## src/verilog/mad_pkg.sv

```systemverilog
/*
  Shared constants, opcode set and state record of the
  multiplier and ALU datapath.
  Assumes one clock domain and a decoder issuing one opcode at a time.
*/
package mad_pkg;

  // ----------------------------------------
  // Register offsets (byte addresses)
  // ----------------------------------------
  localparam logic [3:0] ADR_STATUS  = 4'h0;
  localparam logic [3:0] ADR_ACCUM   = 4'h4;
  localparam logic [3:0] ADR_PRODUCT = 4'h8;
  localparam logic [3:0] ADR_MCAND   = 4'hC;

  // ----------------------------------------
  // Status word fields
  // ----------------------------------------
  localparam int ST_PSEL_LO = 0;
  localparam int ST_PSEL_HI = 1;
  localparam int ST_SEXT    = 2;
  localparam int ST_SAT     = 3;
  localparam int ST_CARRY   = 4;
  localparam int ST_OVF     = 5;
  localparam int ST_TEST    = 6;

  // ----------------------------------------
  // Reset values and fixed numbers
  // ----------------------------------------
  localparam logic [1:0]  PSEL_NONE  = 2'h0;
  localparam logic [1:0]  PSEL_L1    = 2'h1;
  localparam logic [1:0]  PSEL_L4    = 2'h2;
  localparam logic [1:0]  PSEL_R6    = 2'h3;
  localparam logic        SEXT_RST   = 1'b1;
  localparam logic        SAT_RST    = 1'b0;
  localparam logic        CARRY_RST  = 1'b1;
  localparam logic [31:0] SAT_POS    = 32'h7FFF_FFFF;
  localparam logic [31:0] SAT_NEG    = 32'h8000_0000;
  localparam logic [4:0]  SHIFT_HIGH = 5'h10;

  // ----------------------------------------
  // Operations
  // ----------------------------------------
  typedef enum logic [5:0] {
    OP_NOP, OP_LOAD_MULT, OP_LOAD_MULT_PROD, OP_LOAD_MULT_ADD,
    OP_LOAD_MULT_ADD_MOVE, OP_LOAD_MULT_SUB, OP_MUL_SIGNED,
    OP_MUL_UNSIGNED, OP_MUL_IMM, OP_SQUARE_ADD, OP_SQUARE_SUB,
    OP_MULT_ACCUM, OP_MULT_ACCUM_MOVE, OP_LOAD, OP_LOAD_VAR, OP_ADD,
    OP_ADD_VAR, OP_ADD_CARRY, OP_SUB, OP_SUB_VAR, OP_SUB_BORROW,
    OP_AND, OP_OR, OP_XOR, OP_BIT_TEST_VAR, OP_STORE_PROD_HIGH,
    OP_STORE_PROD_LOW, OP_LOAD_PROD_HIGH, OP_SHIFT_LEFT,
    OP_SHIFT_RIGHT, OP_ROTATE_LEFT, OP_ROTATE_RIGHT,
    OP_BRANCH_OVF, OP_BRANCH_ZERO, OP_JUMP_ACCUM
  } mad_op_t;

  // ----------------------------------------
  // State record
  // ----------------------------------------
  typedef struct packed {
    logic [1:0]  productShiftSel;
    logic        signExtEnable;
    logic        saturateEnable;
    logic        carryFlag;
    logic        overflowFlag;
    logic        testFlag;
    logic [15:0] multiplicand;
    logic [31:0] product;
    logic [31:0] accum;
    logic [15:0] coefAddr;
    logic        immPending;
    logic        ack;
    logic [31:0] rdData;
    logic        storeWr;
    logic [15:0] storeData;
    logic        moveWr;
    logic [15:0] moveData;
    logic        branchTake;
    logic [15:0] branchAddr;
  } mad_state_t;

endpackage

```

## src/verilog/mad_datapath.sv

```systemverilog
/*
  Multiplier, product shifter, input shifter and central ALU with
  accumulator, flags and a Wishbone classic register slave.
  Assumes opcodes and operand buses come from logic on mclk.
*/
`timescale 1ns/1ps
module mad_datapath
  import mad_pkg::*;
(
  // Clock and reset
  input  wire logic        mclk,
  input  wire logic        rst,
  input  wire logic        ce,
  // Operation issue
  input  wire logic        opValid,
  output      logic        opReady,
  input  wire mad_op_t     op,
  input  wire logic [4:0]  shiftCnt,
  input  wire logic [12:0] immVal,
  // Operand buses
  input  wire logic [15:0] dataReadBus,
  input  wire logic [15:0] programReadBus,
  // Coefficient address generation
  input  wire logic        coefLoad,
  input  wire logic [15:0] coefStart,
  output      logic [15:0] coefAddr,
  // Results
  output      logic [31:0] accum,
  output      logic        carryFlag,
  output      logic        overflowFlag,
  output      logic        testFlag,
  output      logic        storeWr,
  output      logic [15:0] storeData,
  output      logic        moveWr,
  output      logic [15:0] moveData,
  output      logic        branchTake,
  output      logic [15:0] branchAddr,
  // Wishbone slave
  input  wire logic        cyc_i,
  input  wire logic        stb_i,
  input  wire logic        we_i,
  input  wire logic [3:0]  adr_i,
  input  wire logic [3:0]  sel_i,
  input  wire logic [31:0] dat_i,
  output      logic [31:0] dat_o,
  output      logic        ack_o
);

  mad_state_t         s_q;
  mad_state_t         s_d;
  logic               acceptOp;
  logic               wbHit;
  logic [31:0]        prodShifted;
  logic [31:0]        dataExt;
  logic [31:0]        scaled;
  logic [4:0]         shAmt;
  logic               varOp;
  logic               logicOp;
  logic               useProd;
  logic               subOp;
  logic               cin;
  logic [31:0]        bOperand;
  logic [31:0]        bInv;
  logic [32:0]        sum33;
  logic               aluOv;
  logic [31:0]        arithRes;
  logic [15:0]        mulA;
  logic [15:0]        mulB;
  logic signed [31:0] mulS;
  logic [31:0]        mulU;
  logic [31:0]        statusWord;

  // ----------------------------------------
  // Product shifter
  // ----------------------------------------
  always_comb begin
    unique case (s_q.productShiftSel)
      PSEL_NONE: prodShifted = s_q.product;
      PSEL_L1:   prodShifted = {s_q.product[30:0], 1'b0};
      PSEL_L4:   prodShifted = {s_q.product[27:0], 4'h0};
      PSEL_R6:   prodShifted = {{6{s_q.product[31]}}, s_q.product[31:6]};
    endcase
  end

  // ----------------------------------------
  // Input shifter
  // ----------------------------------------
  assign varOp   = (op == OP_LOAD_VAR) || (op == OP_ADD_VAR) || (op == OP_SUB_VAR);
  assign logicOp = (op == OP_AND) || (op == OP_OR) || (op == OP_XOR);
  assign shAmt   = varOp ? {1'b0, s_q.multiplicand[3:0]} : shiftCnt;
  assign dataExt = (s_q.signExtEnable && !logicOp) ?
                   {{16{dataReadBus[15]}}, dataReadBus} : {16'h0000, dataReadBus};
  assign scaled  = dataExt << shAmt;

  // ----------------------------------------
  // Central ALU adder
  // ----------------------------------------
  assign useProd = (op == OP_LOAD_MULT_ADD) || (op == OP_LOAD_MULT_ADD_MOVE) ||
                   (op == OP_LOAD_MULT_SUB) || (op == OP_SQUARE_ADD) ||
                   (op == OP_SQUARE_SUB) || (op == OP_MULT_ACCUM) ||
                   (op == OP_MULT_ACCUM_MOVE);
  assign subOp   = (op == OP_SUB) || (op == OP_SUB_VAR) || (op == OP_SUB_BORROW) ||
                   (op == OP_LOAD_MULT_SUB) || (op == OP_SQUARE_SUB);
  assign cin     = (op == OP_ADD_CARRY || op == OP_SUB_BORROW) ? s_q.carryFlag : subOp;
  assign bOperand = useProd ? prodShifted : scaled;
  assign bInv    = subOp ? ~bOperand : bOperand;
  assign sum33   = {1'b0, s_q.accum} + {1'b0, bInv} + {32'h0000_0000, cin};
  assign aluOv   = (s_q.accum[31] == bInv[31]) && (sum33[31] != s_q.accum[31]);
  assign arithRes = (aluOv && s_q.saturateEnable) ?
                    (s_q.accum[31] ? SAT_NEG : SAT_POS) : sum33[31:0];

  // ----------------------------------------
  // Multiplier
  // ----------------------------------------
  always_comb begin
    mulA = s_q.multiplicand;
    mulB = dataReadBus;
    unique case (op)
      OP_MUL_IMM:                      mulB = {{3{immVal[12]}}, immVal};
      OP_SQUARE_ADD, OP_SQUARE_SUB:    mulA = dataReadBus;
      OP_MULT_ACCUM, OP_MULT_ACCUM_MOVE: begin
        mulA = dataReadBus;
        mulB = programReadBus;
      end
      default: ;
    endcase
  end
  assign mulS = $signed(mulA) * $signed(mulB);
  assign mulU = {16'h0000, mulA} * {16'h0000, mulB};

  // ----------------------------------------
  // Status word and handshakes
  // ----------------------------------------
  assign statusWord = {25'h000_0000, s_q.testFlag, s_q.overflowFlag, s_q.carryFlag,
                       s_q.saturateEnable, s_q.signExtEnable, s_q.productShiftSel};
  assign opReady  = !s_q.immPending;
  assign acceptOp = opValid && opReady;
  assign wbHit    = cyc_i && stb_i && !s_q.ack;

  // ----------------------------------------
  // Next state
  // ----------------------------------------
  always_comb begin
    s_d = s_q;
    s_d.ack = wbHit;
    s_d.storeWr = 1'b0;
    s_d.moveWr = 1'b0;
    s_d.branchTake = 1'b0;
    s_d.immPending = 1'b0;
    if (coefLoad) begin
      s_d.coefAddr = coefStart;
    end
    if (wbHit) begin
      unique case (adr_i)
        ADR_STATUS:  s_d.rdData = statusWord;
        ADR_ACCUM:   s_d.rdData = s_q.accum;
        ADR_PRODUCT: s_d.rdData = s_q.product;
        ADR_MCAND:   s_d.rdData = {16'h0000, s_q.multiplicand};
        default:     s_d.rdData = 32'h0000_0000;
      endcase
      if (we_i && sel_i[0] && adr_i == ADR_STATUS) begin
        s_d.productShiftSel = dat_i[ST_PSEL_HI:ST_PSEL_LO];
        s_d.signExtEnable   = dat_i[ST_SEXT];
        s_d.saturateEnable  = dat_i[ST_SAT];
        s_d.carryFlag       = dat_i[ST_CARRY];
        s_d.overflowFlag    = dat_i[ST_OVF];
        s_d.testFlag        = dat_i[ST_TEST];
      end
    end
    if (acceptOp) begin
      unique case (op)
        OP_NOP: ;
        OP_LOAD_MULT: s_d.multiplicand = dataReadBus;
        OP_LOAD_MULT_PROD: begin
          s_d.multiplicand = dataReadBus;
          s_d.accum = prodShifted;
        end
        OP_LOAD_MULT_ADD, OP_LOAD_MULT_ADD_MOVE, OP_LOAD_MULT_SUB: begin
          s_d.multiplicand = dataReadBus;
          s_d.moveWr = (op == OP_LOAD_MULT_ADD_MOVE);
          s_d.moveData = dataReadBus;
        end
        OP_MUL_SIGNED, OP_MUL_IMM, OP_SQUARE_ADD, OP_SQUARE_SUB: ;
        OP_MUL_UNSIGNED: s_d.product = mulU;
        OP_MULT_ACCUM, OP_MULT_ACCUM_MOVE: begin
          s_d.multiplicand = dataReadBus;
          s_d.coefAddr = s_q.coefAddr + 16'h0001;
          s_d.moveWr = (op == OP_MULT_ACCUM_MOVE);
          s_d.moveData = dataReadBus;
        end
        OP_LOAD, OP_LOAD_VAR: s_d.accum = scaled;
        OP_ADD, OP_ADD_VAR, OP_ADD_CARRY, OP_SUB, OP_SUB_VAR, OP_SUB_BORROW: ;
        OP_AND: s_d.accum = s_q.accum & scaled;
        OP_OR:  s_d.accum = s_q.accum | scaled;
        OP_XOR: s_d.accum = s_q.accum ^ scaled;
        OP_BIT_TEST_VAR: s_d.testFlag = dataReadBus[s_q.multiplicand[3:0]];
        OP_STORE_PROD_HIGH, OP_STORE_PROD_LOW: begin
          s_d.storeWr = 1'b1;
          s_d.storeData = (op == OP_STORE_PROD_HIGH) ?
                          prodShifted[31:16] : prodShifted[15:0];
        end
        OP_LOAD_PROD_HIGH: s_d.product[31:16] = dataReadBus;
        OP_SHIFT_LEFT: begin
          s_d.carryFlag = s_q.accum[31];
          s_d.accum = {s_q.accum[30:0], 1'b0};
        end
        OP_SHIFT_RIGHT: begin
          s_d.carryFlag = s_q.accum[0];
          s_d.accum = {s_q.signExtEnable & s_q.accum[31], s_q.accum[31:1]};
        end
        OP_ROTATE_LEFT: begin
          s_d.carryFlag = s_q.accum[31];
          s_d.accum = {s_q.accum[30:0], s_q.carryFlag};
        end
        OP_ROTATE_RIGHT: begin
          s_d.carryFlag = s_q.accum[0];
          s_d.accum = {s_q.carryFlag, s_q.accum[31:1]};
        end
        OP_BRANCH_OVF: begin
          s_d.branchTake = s_q.overflowFlag;
          s_d.branchAddr = programReadBus;
          s_d.overflowFlag = 1'b0;
        end
        OP_BRANCH_ZERO: begin
          s_d.branchTake = (s_q.accum == 32'h0000_0000);
          s_d.branchAddr = programReadBus;
        end
        OP_JUMP_ACCUM: begin
          s_d.branchTake = 1'b1;
          s_d.branchAddr = s_q.accum[15:0];
        end
        default: ;
      endcase
      // Signed product load, immediate takes a second cycle
      if (op == OP_MUL_SIGNED || op == OP_MUL_IMM || op == OP_SQUARE_ADD ||
          op == OP_SQUARE_SUB || op == OP_MULT_ACCUM || op == OP_MULT_ACCUM_MOVE) begin
        s_d.product = mulS;
        s_d.immPending = (op == OP_MUL_IMM);
      end
      // Arithmetic write-back, carry and overflow
      if (useProd || op == OP_ADD || op == OP_ADD_VAR || op == OP_ADD_CARRY ||
          op == OP_SUB || op == OP_SUB_VAR || op == OP_SUB_BORROW) begin
        s_d.accum = arithRes;
        if (!varOp && shiftCnt == SHIFT_HIGH && op == OP_ADD) begin
          s_d.carryFlag = s_q.carryFlag | sum33[32];
        end else if (!varOp && shiftCnt == SHIFT_HIGH && op == OP_SUB) begin
          s_d.carryFlag = s_q.carryFlag & sum33[32];
        end else begin
          s_d.carryFlag = sum33[32];
        end
        if (aluOv) begin
          s_d.overflowFlag = 1'b1;
        end
      end
    end
  end

  // ----------------------------------------
  // State register
  // ----------------------------------------
  always_ff @(posedge mclk or posedge rst) begin
    if (rst) begin
      s_q <= '0;
      s_q.productShiftSel <= PSEL_NONE;
      s_q.signExtEnable <= SEXT_RST;
      s_q.saturateEnable <= SAT_RST;
      s_q.carryFlag <= CARRY_RST;
    end else if (ce) begin
      s_q <= s_d;
    end
  end

  // ----------------------------------------
  // Outputs
  // ----------------------------------------
  assign coefAddr     = s_q.coefAddr;
  assign accum        = s_q.accum;
  assign carryFlag    = s_q.carryFlag;
  assign overflowFlag = s_q.overflowFlag;
  assign testFlag     = s_q.testFlag;
  assign storeWr      = s_q.storeWr;
  assign storeData    = s_q.storeData;
  assign moveWr       = s_q.moveWr;
  assign moveData     = s_q.moveData;
  assign branchTake   = s_q.branchTake;
  assign branchAddr   = s_q.branchAddr;
  assign dat_o        = s_q.rdData;
  assign ack_o        = s_q.ack;

  // ----------------------------------------
  // Checks
  // ----------------------------------------
  logic acc1;
  assign acc1 = acceptOp && ce;
endmodule

```

## config.mk

```make
export PLATFORM = sky130hd
export DESIGN_NAME = mad_datapath
export DESIGN_NICKNAME = d
export VERILOG_FILES = /design/src/verilog/mad_pkg.sv /design/src/verilog/mad_datapath.sv
export SDC_FILE = /design/constraint.sdc
export NUM_CORES = 2
export LEC_CHECK = 0
export BUFFER_PORTS_ARGS = -buffer_cell sky130_fd_sc_hd__buf_2
export CELL_PAD_IN_SITES_DETAIL_PLACEMENT = 1
export CELL_PAD_IN_SITES_GLOBAL_PLACEMENT = 1
export CORE_MARGIN = 8
export CORE_UTILIZATION = 30
export DETAILED_ROUTE_END_ITERATION = 8
export HOLD_SLACK_MARGIN = 0.03
export PLACE_DENSITY_LB_ADDON = 0.1
export SYNTH_ARGS = -nofsm -noshare
export SYNTH_HDL_FRONTEND = slang
export SYNTH_SLANG_ARGS = --single-unit
```

## constraint.sdc

```tcl
create_clock -name mclk -period 20.2 [get_ports mclk]
set_input_delay 4.04 -clock mclk [delete_from_list [all_inputs] [get_ports mclk]]
set_output_delay 4.04 -clock mclk [all_outputs]
set_load 0.01 [all_outputs]
```

======== After elaboration in Yosys (flattened, before gate mapping) ========
Index checks and enable logic that the tools add are counted.
storage, ports and cells
  bits in registers ....................... 188
  input port bits ......................... 120
  output and inout bits ................... 136
  word-level logic and storage cells ...... 180
cells by class
  $add $sub $neg .......................... 3
  $mul .................................... 2
  $lt $le $gt $ge ......................... 1
  equality and inequality tests ........... 43
  shifts and indexed selects .............. 1
  mux-type cells .......................... 37
  bitwise operators ....................... 7
  reduce and logical (&&, ||, !) cells .... 66
operators by type and width
  cell                count
  $pmux 32 s9         1
  $pmux 32 s4         2
  $mux 32             7
  $mux 100            1
  $eq 6x5->1 const B  16
  $mux 16             6
  $mul 16x16->32      2
  $pmux 16 s2         2
  $mux 51             1
  $pmux 17 s3         1
  $eq 6x4->1 const B  8
  $pmux 17 s2         1
  $add 32x32->33      1
  $add 33x1->33       1
  $and 32x32->32      1
  $logic_not 32->1    1
  $not 32->32         1
  $or 32x32->32       1
  $shl 32x5->32       1
  $xor 32x32->32      1
  $logic_or 1x1->1    26
  $eq 6x3->1 const B  4
  $reduce_and 3->1    8
  $eq 6x6->1 const B  3
  32 further kinds    63

======== Logic depth before layout (Yosys ltp) ========
  depth in word-level cells ............... 18
  gate-level depth with buffers ........... 33

======== Least setup slack after synthesis ========
OpenSTA, ideal clock, no wires.
  path kind ............................... input-to-reg
  from .................................... in op[2]
  to ...................................... reg s_q[162] (netlist name)
  setup time .............................. 0.123 ns
  arrival ................................. 11.808 ns
  data required time ...................... 20.077 ns
  path slack .............................. 8.269 ns
  cell stages on the path ................. 31
  buffers on the path ..................... 5
  cells stage by stage .................... buf_4 > clkbuf_1 > buf_1 > a21oi_1 > o21ai_1 > clkbuf_1 > mux2i_1 > clkbuf_1 > nor2_1 > fa_1 > inv_1 > fa_1 > inv_1 > fa_1 > fa_1 > fa_1 > inv_1 > fa_1 > inv_1 > ha_1 > a21o_1 > a21o_1 > a21o_1 > a2111oi_0 > nor3_1 > o21ai_0 > nand2b_1 > a21o_1 > a21oi_1 > xnor2_1 > o221a_2
on the way
  cells in the longest elaborated chain, start to end .. 8
  elaborated cells on any way between the ends .. 23
  those cells by class .................... mul (2); eq/ne (8); mux (4); reduce/logical (9)
RTL lines
  element                                                 RTL line            text
  start, declared                                         mad_datapath.sv:17  input wire mad_op_t op,
  branches (longest 8 deep; another with $mul 16x16->32)  --
  end, declared                                           mad_datapath.sv:49  mad_state_t s_q;
Several ways; the timed one is not identified.
A chain may end at the register's enable or synchronous reset.

======== Final worst setup path ========
  from .................................... in op[1]
  to ...................................... reg s_q[162] (netlist name)
The elaborated chain is that of the path after synthesis.

==> impl_summary.log <==
[metrics] outcome: finished, final reports clean
[metrics] Remaining DRCs: 0
[metrics] Post-CTS Setup Repair Bufs: 0
[metrics] Reg-to-Reg End: s_q[162]$_DFFE_PP0P_
[metrics] die span in y: between 300 and 400 um
[metrics] portion of synthesized cell area occupied by the leading cell type: 23.13%
[metrics] sort of element at the end of the critical path: flop
[metrics] number of violations of the max-capacitance limit: 0
[metrics] initial standard-cell utilization of the core: a little under a third
[metrics] crit-path most repeated cell: fa_1
[metrics] row count: roughly 120
[metrics] level count of the clock H-tree: 4
[metrics] count of final max-slew check failures: 0
[metrics] critical path startpoint category: input port
[metrics] launch instance of the worst register-to-register path: s_q[171]$_DFFE_PP0P_
[metrics] delay of the slowest critical-path stage: between 0.9 and 1 ns
[metrics] post-synthesis cell count: around 3700
[metrics] via count of the first global-routing pass: a little under 30000
[metrics] Final Worst Setup Slack: slightly below 7 ns
[metrics] Boundary Pins: about 260
[metrics] final worst clock skew: between 0.02 and 0.025 ns
[metrics] critical path data arrival time: ~14 ns
[metrics] Syn Nets: 4441
[metrics] Final Hold Vio Count: 0
[metrics] synthesis-stage register bit count: between 150 and 200
[metrics] layout net count: 4469
[metrics] overall overflow remaining after global route: 0
[metrics] xor and xnor fraction of the mapped netlist area: 3.272%
[metrics] Finished Layout Cells: 5143
[metrics] library cell used as clock root buffer: clkbuf_16
[metrics] number of clock buffers inserted by TritonCTS: 17
[metrics] pin count of the biggest net entering global routing: 79
[metrics] synthesis-to-layout area growth: 8.112%
[metrics] total placed cells including tap cells: 5105
[metrics] endpoint of the worst hold path: branchAddr[0]$_DFFE_PP0P_
[metrics] post-synthesis share of cell area spent on full adders, half adders and majority gates: 32.87%
[metrics] EDFF count, synth: 0
[metrics] Max Fclk: 74.27 MHz
[metrics] total wire length after detailed routing: 143400 um
[metrics] Post-Synth Simple-Gate Area: approximately 12%
[metrics] post-synthesis instance area: approximately 0.032 sq mm
[metrics] number of clock sinks: ~190
[metrics] sequential fraction of the synthesis area: between 10% and 20%
[metrics] proportion of layout cells with a drive suffix above 1: ~14%
[metrics] source-to-sink clock delay at the later pin of the worst-skew pair: 0.49 ns
[metrics] final period utilization: between 60% and 70%
[metrics] number of detailed-routing iterations run before antenna repair: 7
[metrics] Most used DFF post-synth: dfrtp_1
[metrics] clk buf depth: 2
[metrics] Max Fanout on Critical Path: 29
[metrics] setup repair after global routing missed its margin: no
[metrics] dpl ws: around 6 ns
[metrics] top cell type by total area after synthesis: fa_1
[metrics] Slew @ Worst Pin: between 1 and 1.5 ns
[metrics] routed via count: between 20000 and 30000
[metrics] Worst Hold Depth: 2
[metrics] final total negative setup slack: 0 ns
[metrics] slowest stage cell on the critical path: a2111oi_1
[metrics] number of antenna violations at the first check in global routing: 12
[metrics] average wire length per cell after detail routing: roughly 28 um
[metrics] TritonCTS clock tree: yes
[metrics] Post-Synthesis Mean Instance Area: 8.596 sq um
[metrics] class of the most critical setup path: input port to flop
[metrics] cells taking the most area after synthesis: fa_1 23%, dfrtp_1 15%, ha_1 9.7%
[metrics] distinct cell type count after synthesis: between 100 and 150
[metrics] share of synthesized flip-flops with an asynchronous set or reset: 100.0%
[metrics] depth of the most critical reg-to-reg path: 26
[metrics] Final Critical Period: between 10 and 15 ns
[metrics] total die area: 0.1168 sq mm
[metrics] hold path startpoint: branchAddr[0]$_DFFE_PP0P_
[metrics] placer's final routability congestion estimate: between 0.8 and 0.9
[metrics] clock-pin slew on the worst setup and hold paths: around 0.070 ns
[metrics] post_cts resized: 0
[metrics] global-route wire length before repair: between 200000 and 250000 um
[metrics] Yosys warning total: 0
[metrics] PortBufs: 227
[metrics] Hold-fix buffers, CTS: 0
[metrics] multiplexer share of the synthesized area: 8.238%
[metrics] main combinational cell family by area after synthesis: adder cells
[metrics] max-slew headroom at the worst pin: 24.87%
[metrics] detailed router's first-iteration violation count: 1984
[metrics] Hold Crit Class: flop to flop
[metrics] setup violation total in the final timing report: 0
[metrics] total global routing track utilization: between 20% and 30%
[metrics] Detail Placement HPWL: roughly 120000 um
[metrics] number of nets with antenna violations after routing: 0
[metrics] area of the core region: around 0.11 sq mm
[metrics] post-detailed-route via-to-cell ratio: approximately 5.3
[metrics] CP Data Required Time: 20.62 ns
[metrics] Die Wd: roughly 340 um
[metrics] synthesized-area fraction occupied by ao, oa, aoi and oai cells: between 15 and 20%
[metrics] setup slack on the worst flop-to-flop path: ~12 ns
==> state kept, by name, summed over array words and instances, names as in the netlist, named ones only <==
name,cells
coefAddr,16
testFlag,1
storeWr,1
carryFlag,1
accum,31
ack_o,1
s_q,53
storeData,16
dat_o,32
overflowFlag,1
moveData,16
branchAddr,16
branchTake,1
moveWr,1
==> synthesized netlist by cell type (all sizes together), types with 12 or more instances <==
cell	count
inv	566
nand2	376
fa	368
nor2	294
ha	248
a21oi	230
o21ai	207
dfrtp	186
buf	156
clkbuf	150
mux2i	108
xnor2	87
mux2	68
a221oi	41
nand3	39
a21o	38
a22oi	37
mux4	32
xor2	32
o22ai	31
nor3	29
a221o	24
nand2b	22
a211oi	21
a22o	21
a31oi	21
nor2b	18
o21a	18
o211ai	17
and2	16
nor4	15
or3	15
nand4	14
or2	14
o21bai	12
o221ai	12
==> final cells by class <==
cell class / instances / area (sq um)
antenna: 6 / 15.01
fill: 12490 / 70830
sequential: 188 / 4710
clock buffer: 19 / 442.9
timing repair buffer: 315 / 1797
inverter: 567 / 2136
multi-input combinational: 2644 / 23460
clock inverter: 13 / 130.1
tap: 1391 / 1740
==> metrics by stage <==
step,utilization (%),hold WS (ns),instance area (sq um)
after floorplan,-,0.4510,31850
final,32.71,0.4764,34430
after global placement,32.15,0.4575,33850
after CTS,32.70,0.4850,34420
after detailed placement,32.15,0.4655,33850
after global routing,32.70,0.5041,34420
==> cell usage in the layout, fill, tap and decap left out, types with 18 or more instances in the layout <==
| cell | count |
|---|---|
| a21oi_1 | 226 |
| a221oi_1 | 37 |
| mux2i_1 | 95 |
| a22oi_1 | 37 |
| nand3_1 | 39 |
| nand2_1 | 375 |
| buf_2 | 227 |
| dfrtp_1 | 184 |
| nor3_1 | 27 |
| nand2b_1 | 22 |
| a211oi_1 | 18 |
| nor2_1 | 286 |
| a221o_1 | 24 |
| inv_1 | 563 |
| xor2_1 | 32 |
| o22ai_1 | 31 |
| fa_1 | 368 |
| buf_4 | 88 |
| a22o_1 | 21 |
| a31oi_1 | 21 |
| mux2_2 | 66 |
| xnor2_1 | 87 |
| ha_1 | 248 |
| a21o_1 | 38 |
| mux4_2 | 32 |
| o21ai_0 | 189 |
==> worst max-delay path by stage <==
stage               startpoint                    to  slack [ns]  cells past startpoint
global route             op[1]  s_q[162]$_DFFE_PP0P_        6.39                     31
finish                   op[1]  s_q[162]$_DFFE_PP0P_        6.74                     31
global placement         op[1]  s_q[162]$_DFFE_PP0P_        6.20                     31
detailed placement       op[1]  s_q[162]$_DFFE_PP0P_        6.15                     31
floorplan                op[2]  s_q[162]$_DFFE_PP0P_        8.27                     31
CTS                      op[1]  s_q[162]$_DFFE_PP0P_        6.65                     31
==> critical path, delay by kind of cell <==
family                     cells  cell delay, ns
AOI/OAI and AO/OA              9            3.57
adders and majority gates      7            3.42
and+or+nand+nor                7            1.38
buffers and inverters          7            1.14
xor gates and xnor gates       1            0.27
==> cells by family after synthesis <==
group                    count (synthesis)
multiplexers                           208
AO/OA/AOI/OAI                          815
buffers and inverters                  873
adder cells (fa/ha/maj)                616
flip-flops                             188
XOR/XNOR                               119
AND/OR/NAND/NOR                        886
==> per-layer routing <==
metal | share of wire, % | global-route usage [%] | up-vias
li1 | - | - | 12350
met1 | 44 | 32.05 | 14270
met2 | 48 | 41.48 | 716
met3 | 4.6 | 2.904 | 170
met4 | 3.3 | 7.519 | 6
met5 | 0.029 | 0 | -
Power is left out: the tool's default activity adds up to more than one toggle a clock period on the data nets, which glitch-free logic cannot reach.
